### config.mk
export PLATFORM = sky130hd
export DESIGN_NAME = sbpa_arbiter
export DESIGN_NICKNAME = d
export VERILOG_FILES = /design/src/hdl/sbpa_pkg.sv /design/src/hdl/sbpa_arbiter.sv /design/src/hdl/sbpa_pick.sv
export SDC_FILE = /design/constraint.sdc
export NUM_CORES = 1
export LEC_CHECK = 0
export BUFFER_PORTS_ARGS = -buffer_cell sky130_fd_sc_hd__clkbuf_2
export CORE_AREA = 8 8 67 126
export CTS_BUF_LIST = sky130_fd_sc_hd__clkbuf_8
export DETAILED_ROUTE_END_ITERATION = 8
export DIE_AREA = 0 0 75 134
export PLACE_DENSITY = 0.67
export SYNTH_ARGS = -nofsm -noshare
export SYNTH_HDL_FRONTEND = slang
export SYNTH_SLANG_ARGS = --single-unit
export TNS_END_PERCENT = 30
### constraint.sdc
create_clock -name i_clk_sys -period 6.39 [get_ports i_clk_sys]
set_clock_uncertainty 0.05 [all_clocks]
set_input_delay 0.3195 -clock i_clk_sys [delete_from_list [all_inputs] [get_ports i_clk_sys]]
set_output_delay 0.3195 -clock i_clk_sys [all_outputs]
set_load 0.005 [all_outputs]
### src/hdl/sbpa_pkg.sv
// Shared constants for the system bus priority arbiter
package sbpa_pkg;
  // Master count and request/grant bit positions, highest fixed priority first
  localparam int unsigned NUM_MASTERS    = 7;
  localparam int unsigned IDX_AUDIO      = 0;
  localparam int unsigned IDX_GDMA0      = 1;
  localparam int unsigned IDX_GDMA1      = 2;
  localparam int unsigned IDX_ETH_DMA    = 3;
  localparam int unsigned IDX_USB_HOST   = 4;
  localparam int unsigned IDX_USB_DEV    = 5;
  localparam int unsigned IDX_CORE       = 6;
  // Control bit reset values
  localparam logic        RST_MODE_SEL   = 1'h0;
  localparam logic        RST_BOOST_EN   = 1'h0;
  localparam logic        RST_BOOST_ACT  = 1'h0;
  // Control bit positions in the arbitration control word
  localparam int unsigned BIT_MODE_SEL   = 0;
  localparam int unsigned BIT_BOOST_EN   = 1;
  localparam int unsigned BIT_BOOST_ACT  = 2;
  // Arbiter states
  typedef enum logic [0:0] {SBPA_IDLE, SBPA_OWNED} sbpa_state_type;
endpackage : sbpa_pkg

### src/hdl/sbpa_arbiter.sv
// System bus arbiter: fixed priority with core boost, or round-robin
`timescale 1ns/1ps
module sbpa_arbiter
  import sbpa_pkg::*;
#(
  parameter int unsigned N = NUM_MASTERS
)
(
  // Clock and reset
  input  wire logic         i_clk_sys,
  input  wire logic         i_rst,
  // Master requests, bit order as in the package
  input  wire logic [N-1:0] i_req,
  // Core interrupt level, unmasked
  input  wire logic         i_core_irq,
  // Control word write strobe and data
  input  wire logic         i_ctrl_wr,
  input  wire logic [2:0]   i_ctrl_wdata,
  // Grants
  output logic      [N-1:0] o_grant,
  // Control readback
  output logic              o_priority_mode_select,
  output logic              o_irq_priority_boost_enable,
  output logic              o_irq_priority_boost_active
);
  // Elaboration check: the priority order is wired for seven masters
  if (N != NUM_MASTERS)
  begin : g_bad_count
    $error("sbpa_arbiter serves exactly seven masters");
  end

  localparam int unsigned IW = $clog2(N);

  sbpa_state_type  state;
  logic [N-1:0]    next_grant;
  logic [IW-1:0]   rr_start;
  logic [IW-1:0]   fixed_start;
  logic [IW-1:0]   pick_start;
  logic [N-1:0]    pick_onehot;
  logic            pick_any;
  logic            boosted;
  logic            held;

  // Mode and enable bits, software owned
  always_ff @(posedge i_clk_sys or posedge i_rst)
  begin
    if (i_rst)
    begin
      o_priority_mode_select      <= RST_MODE_SEL;
      o_irq_priority_boost_enable <= RST_BOOST_EN;
    end
    else if (i_ctrl_wr)
    begin
      o_priority_mode_select      <= i_ctrl_wdata[BIT_MODE_SEL];
      o_irq_priority_boost_enable <= i_ctrl_wdata[BIT_BOOST_EN];
    end
  end

  // Active flag: interrupt sets while boost is enabled, write of 0 clears; set wins over clear
  always_ff @(posedge i_clk_sys or posedge i_rst)
  begin
    if (i_rst)
      o_irq_priority_boost_active <= RST_BOOST_ACT;
    else if (o_irq_priority_boost_enable && i_core_irq)
      o_irq_priority_boost_active <= 1'b1;
    else if (i_ctrl_wr && !i_ctrl_wdata[BIT_BOOST_ACT])
      o_irq_priority_boost_active <= 1'b0;
  end

  // Boost counts only in fixed mode with both bits set
  assign boosted = !o_priority_mode_select && o_irq_priority_boost_enable
                   && o_irq_priority_boost_active;

  // Core is last in the index order, so starting the scan at the core
  // puts it first and shifts the others down by one without reordering
  assign fixed_start = boosted ? IW'(IDX_CORE) : IW'(IDX_AUDIO);
  assign pick_start  = o_priority_mode_select ? rr_start : fixed_start;

  sbpa_pick #(
    .N (N)
  ) u_pick (
    .i_req    (i_req),
    .i_start  (pick_start),
    .o_onehot (pick_onehot),
    .o_any    (pick_any)
  );

  assign held = |(o_grant & i_req);

  // Hold the grant while the owner requests, else pick afresh
  always_comb
  begin
    if (state == SBPA_OWNED && held)
      next_grant = o_grant;
    else if (state == SBPA_OWNED)
      next_grant = '0;     // One idle cycle between owners keeps handover clean
    else
      next_grant = pick_any ? pick_onehot : '0;
  end

  always_ff @(posedge i_clk_sys or posedge i_rst)
  begin
    if (i_rst)
    begin
      o_grant <= '0;
      state   <= SBPA_IDLE;
    end
    else
    begin
      o_grant <= next_grant;
      state   <= (|next_grant) ? SBPA_OWNED : SBPA_IDLE;
    end
  end

  // Round-robin pointer moves past each new owner
  always_ff @(posedge i_clk_sys or posedge i_rst)
  begin
    if (i_rst)
      rr_start <= '0;
    else if (state == SBPA_IDLE && pick_any)
    begin
      for (int unsigned k = 0; k < N; k++)
        if (pick_onehot[k])
          rr_start <= (k == N - 1) ? '0 : IW'(k + 1);
    end
  end
endmodule : sbpa_arbiter

### src/hdl/sbpa_pick.sv
// Combinational winner picker: first request at or after a start position
`timescale 1ns/1ps
module sbpa_pick
  import sbpa_pkg::*;
#(
  parameter int unsigned N = NUM_MASTERS
)
(
  // Requests and search start
  input  wire logic [N-1:0]         i_req,
  input  wire logic [$clog2(N)-1:0] i_start,
  // Result
  output logic      [N-1:0]         o_onehot,
  output logic                      o_any
);
  // Elaboration check: a wrapping scan needs at least two slots
  if (N < 2)
  begin : g_bad_count
    $error("sbpa_pick needs at least two masters");
  end

  // Scan from the start position, wrapping; only the first hit wins
  always_comb
  begin
    int unsigned idx;
    idx      = 0;
    o_onehot = '0;
    o_any    = 1'b0;
    for (int unsigned k = 0; k < N; k++)
    begin
      idx = (int'(i_start) + k) % N;
      if (!o_any && i_req[idx])
      begin
        o_onehot[idx] = 1'b1;
        o_any         = 1'b1;
      end
    end
  end
endmodule : sbpa_pick

* Yosys cells after proc, flatten, opt, wreduce, memory -nomap -nowiden
Index checks and enable logic that the tools add are counted.
Storage, ports and cells: register bits 14, input port bits 14, output and inout bits 10
Cells by class: add/subtract/negate cells 6, div/mod/pow operators 7, magnitude comparators 14, muxes and demuxes 57, bitwise logic cells 8, reduce and logical (&&, ||, !) cells 32
Operators with widths (count):
- $ge 32x1->1 const B | 7
- $lt 32x4->1 const B | 7
- $mod 32x3->32 const B | 6
- $mux 7 | 10
- $or 7x7->7 | 6
- $mod 3x3->32 const B | 1
- $mux 3 | 9
- $mux 1 | 24
- $bmux 1 s3 | 7
- $demux 1 s3 | 7
- $logic_and 1x1->1 | 19
- $reduce_or 7->1 | 2
- $add 3x3->4 const B | 3
- $add 3x2->4 const B | 2
- $logic_not 1->1 | 8
- $and 7x7->7 | 1
- $reduce_bool 7->1 | 1
- $add 3x1->4 const B | 1
- $reduce_and 2->1 | 1
- $reduce_bool 2->1 | 1
- $not 1->1 | 1

* Longest topological paths before layout
Gate-level depths: netlist of run 1.
depth after elaboration 34, depth in mapped cells 23

* Hierarchy
Synthesis of run 1 repeated with hierarchy kept, for this count alone.
Unflattened totals: cell total of the unflattened synthesis 548, area total of the unflattened synthesis 4041.4 um^2
By module, submodules not included:
- sbpa_pick | times used 1, cells each 491, area an instance 3394.5 um^2, seq. area each 0.0 um^2
- sbpa_arbiter | times used 1, cells each 57, area an instance 646.9 um^2, seq. area each 350.3 um^2

* Worst setup path before layout of run 1
Ideal clock, no wire load.
path type register to register, from register o_priority_mode_select, to register rr_start[0], library setup time 0.125 ns, data arrival time 4.686 ns, required time 6.215 ns, setup slack 1.529 ns, stages on the path, launching flop included 22, clock period less this slack 4.861 ns, cells stage by stage dfrtp_1 -> buf_6 -> nand3b_4 -> nand2_2 -> ha_1 -> inv_1 -> ha_1 -> inv_1 -> ha_1 -> ha_1 -> or3b_1 -> o311a_1 -> clkbuf_1 -> mux4_2 -> mux2i_1 -> nand2_1 -> nor4_4 -> a311o_1 -> nor3_2 -> nand4b_2 -> o31ai_4 -> mux2_4
Between the ends: word-level cells in the longest chain between the ends 33, elaborated cells on any way between the ends 108, classes of those cells add/sub: 6; div: 7; order compare: 14; mux: 50; bitwise: 6; reduce/logical: 25
Ends and longest elaborated chain:
- start: declaration | RTL line sbpa_arbiter.sv:22 | output logic o_priority_mode_select,
- start signal: assignment | RTL line sbpa_arbiter.sv:54 | o_priority_mode_select <= i_ctrl_wdata[BIT_MODE_SEL];
- $logic_not 1->1 | RTL line sbpa_arbiter.sv:71 | assign boosted = !o_priority_mode_select && o_irq_priority_boost_enable
- $logic_and 1x1->1 | RTL line sbpa_arbiter.sv:71
- $logic_and 1x1->1 | RTL line sbpa_arbiter.sv:72 | && o_irq_priority_boost_active;
- $mux 3 | RTL line sbpa_arbiter.sv:76 | assign fixed_start = boosted ? IW'(IDX_CORE) : IW'(IDX_AUDIO);
- $mux 3 * | RTL line sbpa_arbiter.sv:77 | assign pick_start = o_priority_mode_select ? rr_start : fixed_start;
- parallel branches: the longest is 28 deep, another holds $mod 32x3->32
- end signal: assignment | RTL line sbpa_arbiter.sv:124 | rr_start <= (k == N - 1) ? '0 : IW'(k + 1);
- end: declaration | RTL line sbpa_arbiter.sv:36 | logic [IW-1:0] rr_start;
Mark *: on every way between the ends. The select of a mux whose other input is x is not followed. A chain may end at the register's enable or synchronous reset.

* Worst setup path after layout of run 1
Ends and elaborated chain as after synthesis.

==> results of run 1 <==
==> stage by stage <==
step / cell area [µm²] / utilization / setup WS [ns] / hold WS (ns)
floorplan: 3340 / - / 1.53 / 0.159
global placement: 3480 / 0.509 / 0.913 / 0.299
detailed placement: 3480 / 0.509 / 0.753 / 0.319
CTS: 3520 / 0.515 / 0.715 / 0.0532
global route: 3520 / 0.515 / 0.121 / 0.0880
finish: 3520 / 0.515 / 0.595 / 0.0398
==> kinds of logic after synthesis <==
kind of cell / Yosys count / share of synthesized area
DFF: 14 / 0.105
xor gates and xnor gates: 7 / 0.0229
adders and majority gates: 27 / 0.103
and+or+nand+nor: 177 / 0.317
AOI/OAI and AO/OA: 111 / 0.262
buffers and inverters: 44 / 0.0592
muxes: 36 / 0.131
==> state kept, by name, indices dropped and copies added, names as in the netlist <==
name / cells
o_priority_mode_select: 1
o_irq_priority_boost_active: 1
state: 1
o_irq_priority_boost_enable: 1
rr_start: 3
o_grant: 7
==> power breakdown <==
part	total, mW	internal [mW]	switching [mW]	leakage (nW)
clock	0.0710	0.0416	0.0294	0.0216
sequential	0.168	0.120	0.0481	0.179
combinational	1.53	0.605	0.927	1.32
total	1.77	0.766	1.00	1.52
==> layer usage <==
metal / global-route usage / part of all wire / vias up
met2: 0.321 / 0.48 / 138
met5: 0 / 0 / -
met3: 0.0202 / 0.052 / 26
met1: 0.275 / 0.43 / 1609
li1: - / - / 1621
met4: 0.0813 / 0.040 / 0
==> worst register-to-register path, cell delays in order (launching register included) <==
cell	delay (ns)
dfrtp_1	0.66
nand2_2	0.27
inv_2	0.33
ha_1	0.34
inv_1	0.12
ha_1	0.35
inv_1	0.08
ha_1	0.20
ha_1	0.24
or3b_1	0.37
o311a_1	0.24
mux4_2	0.36
mux2i_1	0.27
nand2_1	0.24
nor3_4	0.43
nand4_1	0.21
o2111ai_2	0.27
nand4b_2	0.21
o31ai_4	0.11
mux2_4	0.32
==> path summary, 6_finish.rpt <==
check,start,endpoint,slack (ns),depth (start not counted)
max,o_priority_mode_select,rr_start[0],0.60,19
min,i_rst,o_irq_priority_boost_active,0.04,2
max reg2reg,o_priority_mode_select,rr_start[0],0.60,19
min reg2reg,o_grant[6],o_grant[6],0.50,2
max in group asynchronous,i_rst,o_grant[2],5.89,2
min in group i_clk_sys,i_core_irq,o_irq_priority_boost_active,0.26,2
==> cell usage in the layout, fill, tap and decap left out, types with 5 or more instances in the layout <==
cell | netlist | routed
nand2_1 | 38 | 38
ha_1 | 26 | 26
clkbuf_2 | 0 | 23
inv_1 | 21 | 21
nor2_1 | 21 | 21
mux2i_1 | 20 | 20
o21ai_0 | 19 | 19
a21oi_1 | 18 | 18
nor3_1 | 14 | 14
nand3_1 | 14 | 14
dfrtp_1 | 14 | 14
nand4_1 | 12 | 12
mux2_2 | 10 | 10
nand2b_1 | 10 | 10
and2_1 | 8 | 8
and3b_1 | 7 | 7
nand4b_1 | 7 | 7
a31oi_1 | 6 | 6
nor3b_1 | 6 | 6
a22o_1 | 6 | 6
nor2b_1 | 5 | 5
o211ai_1 | 5 | 5
and3_1 | 5 | 5
==> cells in the mapped netlist, drive strengths merged (7+ instances only) <==
library cell / n / area (µm²)
nand2: 40 / 155
ha: 26 / 325
inv: 23 / 86.3
a21oi: 22 / 133
nor2: 21 / 78.8
mux2i: 20 / 200
o21ai: 19 / 95.1
nor3: 17 / 106
dfrtp: 14 / 350
nand3: 14 / 70.1
clkbuf: 12 / 45.0
mux2: 12 / 143
nand4: 12 / 75.1
nand2b: 10 / 62.6
and2: 9 / 56.3
buf: 9 / 66.3
nand4b: 8 / 76.3
a31oi: 7 / 50.1
and3b: 7 / 61.3
==> area by class of cell <==
class                      count  area [µm²]  area share
clock buffer                   3        41.3      0.0117
inverter                      23        86.3      0.0245
tap                           90         113      0.0320
multi-input combinational    358        2790       0.793
timing repair buffer          26         138      0.0391
sequential                    14         350      0.0995
==> results.txt, run 1 <==
GRT Resource Usage Total - 0.205
Post-CTS setup buffer count - 0
Antenna diode instance count - 0
Most numerous cell on the critical path - ha_1
Seq/Total Area, Yosys - 0.105
Detailed Place HPWL - 7940 µm
TNS Setup - 0 ns
Count of nets left with antenna violations after detail routing - 0
Overflow left after global routing - 0
Clock transition at the registers of the reported paths - 0.06 ns
PwrDens - 503 nW/µm²
Count of different cell masters after synthesis - 90
Pre-Repair DR Iteration Count - 5
Crit. End Element - register
Effective utilization at floorplan - 0.489
Post-Syn Nets - 457
Vias in the first global route - 3159
Area of the die - 10100 µm²
Ports - 24
Share of layout cells above drive strength 1 - 0.177
Non-filler instance count after layout - 514
Yosys Warn Count - 0
Cells along the critical path - nand2_2, inv_2, ha_1, inv_1, ha_1, inv_1, ha_1, ha_1, or3b_1, o311a_1, mux4_2, mux2i_1, nand2_1, nor3_4, nand4_1, o2111ai_2, nand4b_2, o31ai_4, mux2_4
Routed via count divided by cell count - 6.60
Buffer depth of the longest clock path - 2
Number of hold buffers added after CTS - 0
Setup violations, final - 0
CTS sink cnt - 14
Total of max-cap violations - 0
Wire length of the first global-routing pass - 16300 µm
Residual DRC count - 0
Crit path max-delay cell type - dfrtp_1
Total of buffers placed on input and output ports - 23
Endpoint arrival time on the critical path - 5.87 ns
Initial DRC Count - 394
Final Net Count - 467
Source-to-sink clock delay at the later pin of the worst-skew pair - 0.24 ns
Fin crit period - 5.79 ns
Worst setup SP type - register
CP required - 6.47 ns
Final slew viol count - 0
Routability congestion estimate - 0.949
CTS H-tree depth - 1
Type of the setup path with the least slack - reg -> reg
Setup repair after global routing missed its margin - no
Fin crit share - 0.907
Cells after synthesis - 416
Top cell family by delay on the critical path - simple AND/OR/NAND/NOR gates
Longest individual stage delay on the worst path - 0.66 ns
Initial antenna violation count - 0
Total number of vias - 3394
Rows - 43
Post-synthesis cell area - 3340 µm²
Total of cells resized after clock tree synthesis - 0
Number of buffers added by the clock tree synthesis step - 3
Class of the worst hold path - in -> async
CP Buf/Inv Count - 3
Cell at the root of the clock tree - clkbuf_8
Synth-to-Final Area Change - 5.40%
Maximum number of pins on one net before global-route repair - 19
Total power after layout - 1.77 mW
Share of flip-flops with an asynchronous set or reset - 1.00
CP max FO - 18
Total count of hold-check failures in the final report - 0
Cell count after placement - 511
# fillers - 667
Mean Syn Cell Area - 8.03 µm²
Maximum achievable frequency - 0.173 GHz
Floorplan Core Area - 6830 µm²
FF+latch count, synth - 14
Status - finished, final reports clean
Wire length after detailed routing - 10100 µm
Most used flip-flop cell after synthesis - dfrtp_1
Final routed wire length divided by cell count - 19.6 µm
Leakage power figure - 1.52 nW
Actual slew at the worst max-slew pin - 0.745 ns
Number of enable-type register cells in the synthesized netlist - 0
Vertical die dimension - 134 µm
Worst vdd ir - 0.000219 V
X dimension of the die - 75 µm
Max-Slew Margin vs Limit - 0.501
CTS tree - done
Note: power is estimated with default switching activity, not from simulation.
==> inputs of run 2 (changes only) <==
--- a/config.mk
+++ b/config.mk
@@ -11,6 +11,7 @@
 export DETAILED_ROUTE_END_ITERATION = 8
 export DIE_AREA = 0 0 75 134
 export PLACE_DENSITY = 0.67
+export REMOVE_ABC_BUFFERS = 1
 export SYNTH_ARGS = -nofsm -noshare
 export SYNTH_HDL_FRONTEND = slang
 export SYNTH_SLANG_ARGS = --single-unit
==> run 2 against run 1 <==
  * Via count grew 0.50%
  * Critical path depth is the same
  * Fmax shrank 3.9%
  * Final cell count is the same
  * Non-clock buffer count shrank 1
  * Clock power grew 19%
  * Sequential power is essentially flat
  * First-iteration DRC count shrank 19%
  * Die area is the same
==> results.txt, run 2 (synthesis results as in run 1) <==
Wire length of the first global-routing pass - 16500 µm (+1.1%)
# fillers - 715 (+7.2%)
Crit path max-delay cell type - dfrtp_1
Flip-flop count of the largest register, all copies and words added - 7 (unchanged)
Share of layout cells above drive strength 1 - 0.177 (unchanged)
Final slew viol count - 0 (unchanged)
Final critical-path setup slack - 0.358 ns (-0.238 ns)
Routed via count divided by cell count - 6.64 (+0.50%)
Crit. End Element - register
Cell at the root of the clock tree - clkbuf_8
Clock transition at the registers of the reported paths - 0.05 ns (about the same)
Actual slew at the worst max-slew pin - 0.705 ns (-0.0405 ns)
PwrDens - 505 nW/µm² (+0.33%)
Leakage power figure - 1.52 nW (+0.18%)
Final routed wire length divided by cell count - 20.0 µm (+2.5%)
Top cell family by delay on the critical path - simple AND/OR/NAND/NOR gates
Antenna diode instance count - 0 (unchanged)
Worst setup SP type - register
Rows - 43 (unchanged)
Met3 usage in global routing - 0.0314 (+0.0112)
Top Registers - o_grant (7), rr_start (3)
Post-place setup slack - 0.482 ns (-0.271 ns)
Overflow left after global routing - 0 (unchanged)
Count of nets left with antenna violations after detail routing - 0 (unchanged)
Status - finished, final reports clean
Register with the most flip-flops - o_grant
CP Buf/Inv Count - 3 (unchanged)
Most common library cell in the layout ignoring fill and taps - nand2_1
Smallest hold slack - 0.0193 ns (-0.0205 ns)
Residual DRC count - 0 (unchanged)
Source-to-sink clock delay at the later pin of the worst-skew pair - 0.24 ns (about the same)
Maximum number of pins on one net before global-route repair - 19 (unchanged)
Endpoint arrival time on the critical path - 6.11 ns (+0.24 ns)
Total of max-cap violations - 0 (unchanged)
CTS H-tree depth - 1 (unchanged)
Maximum achievable frequency - 0.166 GHz (-3.9%)
Initial DRC Count - 321 (-19%)
CTS tree - done
Detailed Place HPWL - 7960 µm (+0.26%)
CP required - 6.47 ns (about the same)
Synth-to-Final Area Change - 5.58%
Total of buffers placed on input and output ports - 23 (unchanged)
Post-CTS setup buffer count - 0 (unchanged)
GRT Resource Usage Total - 0.209 (+0.00356)
Buffer depth of the longest clock path - 2 (unchanged)
Floorplan Core Area - 6830 µm² (unchanged)
Met1 global-route usage - 0.257 (-0.0180)
Setup violations, final - 0 (unchanged)
Cells along the critical path - nand2_2, inv_2, ha_1, inv_1, ha_1, inv_1, ha_1, ha_1, or3b_1, o311a_1, mux4_2, mux2i_1, nand2_1, nor3_4, nand4_1, o2111ai_2, nand4b_2, o31ai_4, mux2_4
Worst vdd ir - 0.000277 V (+27%)
CTS sink cnt - 14 (unchanged)
Routability congestion estimate - 1.01 (+6.1%)
Placed Instance Area - 3470 µm² (-0.22%)
Total of cells resized after clock tree synthesis - 0 (unchanged)
CP max FO - 18 (unchanged)
Ports - 24 (unchanged)
Initial antenna violation count - 0 (unchanged)
Type of the setup path with the least slack - reg -> reg
Class of the worst hold path - in -> async
Most used cells in the layout excluding fill and tap cells - 38 x nand2_1, 26 x ha_1, 23 x clkbuf_2
Busiest metal layer after global routing - met2
Vertical die dimension - 134 µm (unchanged)
Number of buffers added by the clock tree synthesis step - 3 (unchanged)
Vias in the first global route - 3181 (+0.70%)
Pre-Repair DR Iteration Count - 5 (unchanged)
TNS Setup - 0 ns (unchanged)
Final Net Count - 466 (-0.21%)
Number of hold buffers added after CTS - 0 (unchanged)
Post-route design area - 3530 µm² (+0.18%)
Effective utilization at floorplan - 0.489 (unchanged)
Most numerous cell on the critical path - ha_1
Routing usage on met2 - 0.340 (+0.0198)
Wire length after detailed routing - 10300 µm (+2.5%)
Total number of vias - 3411 (+0.50%)
Setup repair after global routing missed its margin - no
Total count of hold-check failures in the final report - 0 (unchanged)
Fin crit share - 0.944 (+0.0372)
Longest individual stage delay on the worst path - 0.68 ns (+0.02 ns)
Area of the die - 10100 µm² (unchanged)
Max-Slew Margin vs Limit - 0.528 (+0.0271)
Fin crit period - 6.03 ns (+0.238 ns)
X dimension of the die - 75 µm (unchanged)
run 2: through the flow:
stage | std cells | total power, mW | utilization
floorplan | 395 | 1.31 | -
global placement | 510 | 1.66 | 0.508
detailed placement | 510 | 1.66 | 0.508
CTS | 514 | 1.75 | 0.516
global route | 514 | 1.92 | 0.516
finish | 514 | 1.78 | 0.516
run 2: layer usage:
metal	share of wire	wire length [µm]	vias up
li1	-	-	1611
met1	0.40	4170	1612
met2	0.49	5060	148
met3	0.064	660	40
met4	0.040	413	0
met5	0	0	-
run 2: final cells by class:
type | instances | area, µm² | share of cell area
clock buffers | 4 | 55.1 | 0.0156
inverters | 23 | 86.3 | 0.0245
multi-input cells | 358 | 2790 | 0.792
flip-flops and latches | 14 | 350 | 0.0994
well taps | 90 | 113 | 0.0319
repair buffers | 25 | 130 | 0.0369
run 2: final timing paths:
check	end	slack, ns	from	cells past startpoint
min in group i_clk_sys	o_irq_priority_boost_enable	0.25	i_ctrl_wdata[1]	2
worst min-delay path	o_irq_priority_boost_active	0.02	i_rst	2
max in group asynchronous	o_grant[4]	5.94	i_rst	2
worst max register to register	rr_start[0]	0.36	o_priority_mode_select	19
worst max-delay path	rr_start[0]	0.36	o_priority_mode_select	19
worst min register to register	o_grant[4]	0.50	o_grant[4]	2
run 2: power breakdown:
group | switching (mW) | leakage, nW | total [mW] | internal, mW
clock network | 0.0301 | 0.0288 | 0.0846 | 0.0546
registers | 0.0463 | 0.179 | 0.166 | 0.120
logic | 0.926 | 1.31 | 1.53 | 0.602
run 2: worst reg2reg max path: stages, from the launching register on:
cell,delay [ns]
dfrtp_1,0.68
nand2_2,0.30
inv_2,0.37
ha_1,0.36
inv_1,0.16
ha_1,0.38
inv_1,0.08
ha_1,0.20
ha_1,0.24
or3b_1,0.38
o311a_1,0.24
mux4_2,0.36
mux2i_1,0.27
nand2_1,0.25
nor3_4,0.45
nand4_1,0.21
o2111ai_2,0.29
nand4b_2,0.21
o31ai_4,0.10
mux2_4,0.32
==> inputs of run 3 (changes only) <==
--- a/config.mk
+++ b/config.mk
@@ -10,7 +10,7 @@
 export CTS_BUF_LIST = sky130_fd_sc_hd__clkbuf_8
 export DETAILED_ROUTE_END_ITERATION = 8
 export DIE_AREA = 0 0 75 134
-export PLACE_DENSITY = 0.67
+export PLACE_DENSITY_LB_ADDON = 0.08
 export REMOVE_ABC_BUFFERS = 1
 export SYNTH_ARGS = -nofsm -noshare
 export SYNTH_HDL_FRONTEND = slang
==> run 3 against run 2 <==
  * Register-to-register slack improved by 0.12 ns
  * Die area unchanged
  * Critical path type unchanged
  * Hold slack improved by 0.025 ns
  * Fmax rose by 2.0%
  * Utilization up 0.11 points
  * Wire length is 11% higher
==> results.txt, run 3 (synthesis results as in run 1) <==
Total power after layout - 1.81 mW (+1.9%)
Top Registers - o_grant (7), rr_start (3)
Ports - 24 (unchanged)
Worst setup SP type - register
Post-CTS setup buffer count - 0 (unchanged)
Final Net Count - 467 (+0.21%)
Crit. End Element - register
Leakage power figure - 1.53 nW (+0.27%)
Initial DRC Count - 256 (-20%)
Post-place setup slack - 0.598 ns (+0.115 ns)
Type of the setup path with the least slack - reg -> reg
PwrDens - 513 nW/µm² (+1.6%)
Smallest hold slack - 0.0447 ns (+0.0254 ns)
Clock transition at the registers of the reported paths - 0.06 ns (about the same)
Share of layout cells above drive strength 1 - 0.179 (+0.00194)
Setup repair after global routing missed its margin - no
Final routed wire length divided by cell count - 22.2 µm (+11%)
Routability congestion estimate - 0.995 (-1.2%)
Switching part of the total - 0.570 (+0.00594)
Total of cells resized after clock tree synthesis - 0 (unchanged)
Most common library cell in the layout ignoring fill and taps - nand2_1
Number of buffers added by the clock tree synthesis step - 3 (unchanged)
Wire length after detailed routing - 11400 µm (+11%)
Switching power of the nets - 1.03 mW (+2.9%)
Final critical-path setup slack - 0.474 ns (+0.117 ns)
Status - finished, final reports clean
Cell at the root of the clock tree - clkbuf_8
Wire length of the first global-routing pass - 18000 µm (+9.2%)
GRT Resource Usage Total - 0.231 (+0.0220)
# fillers - 714 (-0.14%)
CTS sink cnt - 14 (unchanged)
CTS tree - done
Setup violations, final - 0 (unchanged)
Flip-flop count of the largest register, all copies and words added - 7 (unchanged)
Total of max-cap violations - 0 (unchanged)
Routed via count divided by cell count - 6.70 (+0.98%)
Actual slew at the worst max-slew pin - 0.700 ns (-0.00509 ns)
Total of buffers placed on input and output ports - 23 (unchanged)
Total number of vias - 3451 (+1.2%)
R2R Path End - rr_start[0]
Worst vdd ir - 0.000216 V (-22%)
Pre-Repair DR Iteration Count - 4 (-1)
Logic gate share of total power - 0.861 (+0.002)
Count of nets left with antenna violations after detail routing - 0 (unchanged)
Source-to-sink clock delay at the later pin of the worst-skew pair - 0.25 ns (about the same)
Floorplan Core Area - 6830 µm² (unchanged)
Most used cells in the layout excluding fill and tap cells - 38 x nand2_1, 26 x ha_1, 23 x clkbuf_2
Class of the worst hold path - in -> async
Number of hold buffers added after CTS - 0 (unchanged)
Effective utilization at floorplan - 0.489 (unchanged)
Vertical die dimension - 134 µm (unchanged)
Buffer depth of the longest clock path - 2 (unchanged)
Endpoint arrival time on the critical path - 6.00 ns (-0.11 ns)
CP max FO - 18 (unchanged)
Vias in the first global route - 3394 (+6.7%)
FF-to-FF Start - o_priority_mode_select
X dimension of the die - 75 µm (unchanged)
Fin crit period - 5.92 ns (-0.117 ns)
Share of total power in the clock network - 0.048 (about the same)
Residual DRC count - 0 (unchanged)
Maximum achievable frequency - 0.169 GHz (+2.0%)
Overflow left after global routing - 0 (unchanged)
Detailed Place HPWL - 9020 µm (+13%)
Power Internal - 0.780 mW (+0.46%)
CTS H-tree depth - 1 (unchanged)
Area of the die - 10100 µm² (unchanged)
CP required - 6.47 ns (about the same)
Initial antenna violation count - 0 (unchanged)
TNS Setup - 0 ns (unchanged)
Register-to-register setup slack - 0.47 ns (+0.12 ns)
Final slew viol count - 0 (unchanged)
Synth-to-Final Area Change - 5.81%
Number of cells traversed by the worst register-to-register path - 19 (unchanged)
Rows - 43 (unchanged)
Antenna diode instance count - 0 (unchanged)
Maximum number of pins on one net before global-route repair - 19 (unchanged)
Total count of hold-check failures in the final report - 0 (unchanged)
Register with the most flip-flops - o_grant
Fin crit share - 0.926 (-0.0183)
Reg power frac - 0.091 (-0.002)
Max-Slew Margin vs Limit - 0.533 (+0.00559)
## run 3: critical path: stages (launching register included)
cell	delay, ns
dfrtp_1	0.69
nand2_2	0.27
inv_2	0.34
ha_1	0.35
inv_1	0.14
ha_1	0.36
inv_1	0.08
ha_1	0.20
ha_1	0.24
or3b_1	0.36
o311a_1	0.24
mux4_2	0.35
mux2i_1	0.25
nand2_1	0.25
nor3_4	0.44
nand4_1	0.21
o2111ai_2	0.31
nand4b_2	0.22
o31ai_4	0.10
mux2_4	0.32
## run 3: layout make-up
type / instances / area [µm²] / share of cell area
timing repair buffer: 26 / 138 / 0.0390
inverter: 23 / 86.3 / 0.0244
sequential: 14 / 350 / 0.0992
clock buffer: 4 / 55.1 / 0.0156
multi-input combinational: 358 / 2790 / 0.790
tap: 90 / 113 / 0.0319
## run 3: how the worst max path moves through the flow
stage	startpoint	to	depth (start not counted)
after floorplan	o_priority_mode_select	rr_start[0]	19
final	o_priority_mode_select	rr_start[0]	19
after CTS	o_priority_mode_select	rr_start[0]	19
after detailed placement	o_priority_mode_select	rr_start[0]	19
after global routing	o_priority_mode_select	rr_start[0]	19
after global placement	o_priority_mode_select	rr_start[0]	19
## run 3: power groups by stage
stage,Sequential (mW),Clock [mW],Combinational [mW]
final,0.165,0.0869,1.56
after floorplan,0.154,0,1.16
after global routing,0.167,0.0917,1.70
after global placement,0.163,0,1.52
after CTS,0.163,0.0875,1.54
after detailed placement,0.164,0,1.53
## run 3: per-stage QoR
step           cell area, µm²   util  cells
6_report                 3530  0.517    515
3_5_place_dp             3480  0.509    511
5_1_grt                  3530  0.517    515
4_1_cts                  3530  0.517    515
3_3_place_gp             3480  0.509    511
2_1_floorplan            3230      -    395
## run 3: layer usage
metal	global-route usage	wire, µm	vias up
met1	0.274	4500	1668
met4	0.107	544	0
met5	0	0	-
li1	-	-	1616
met3	0.0262	506	39
met2	0.390	5900	128
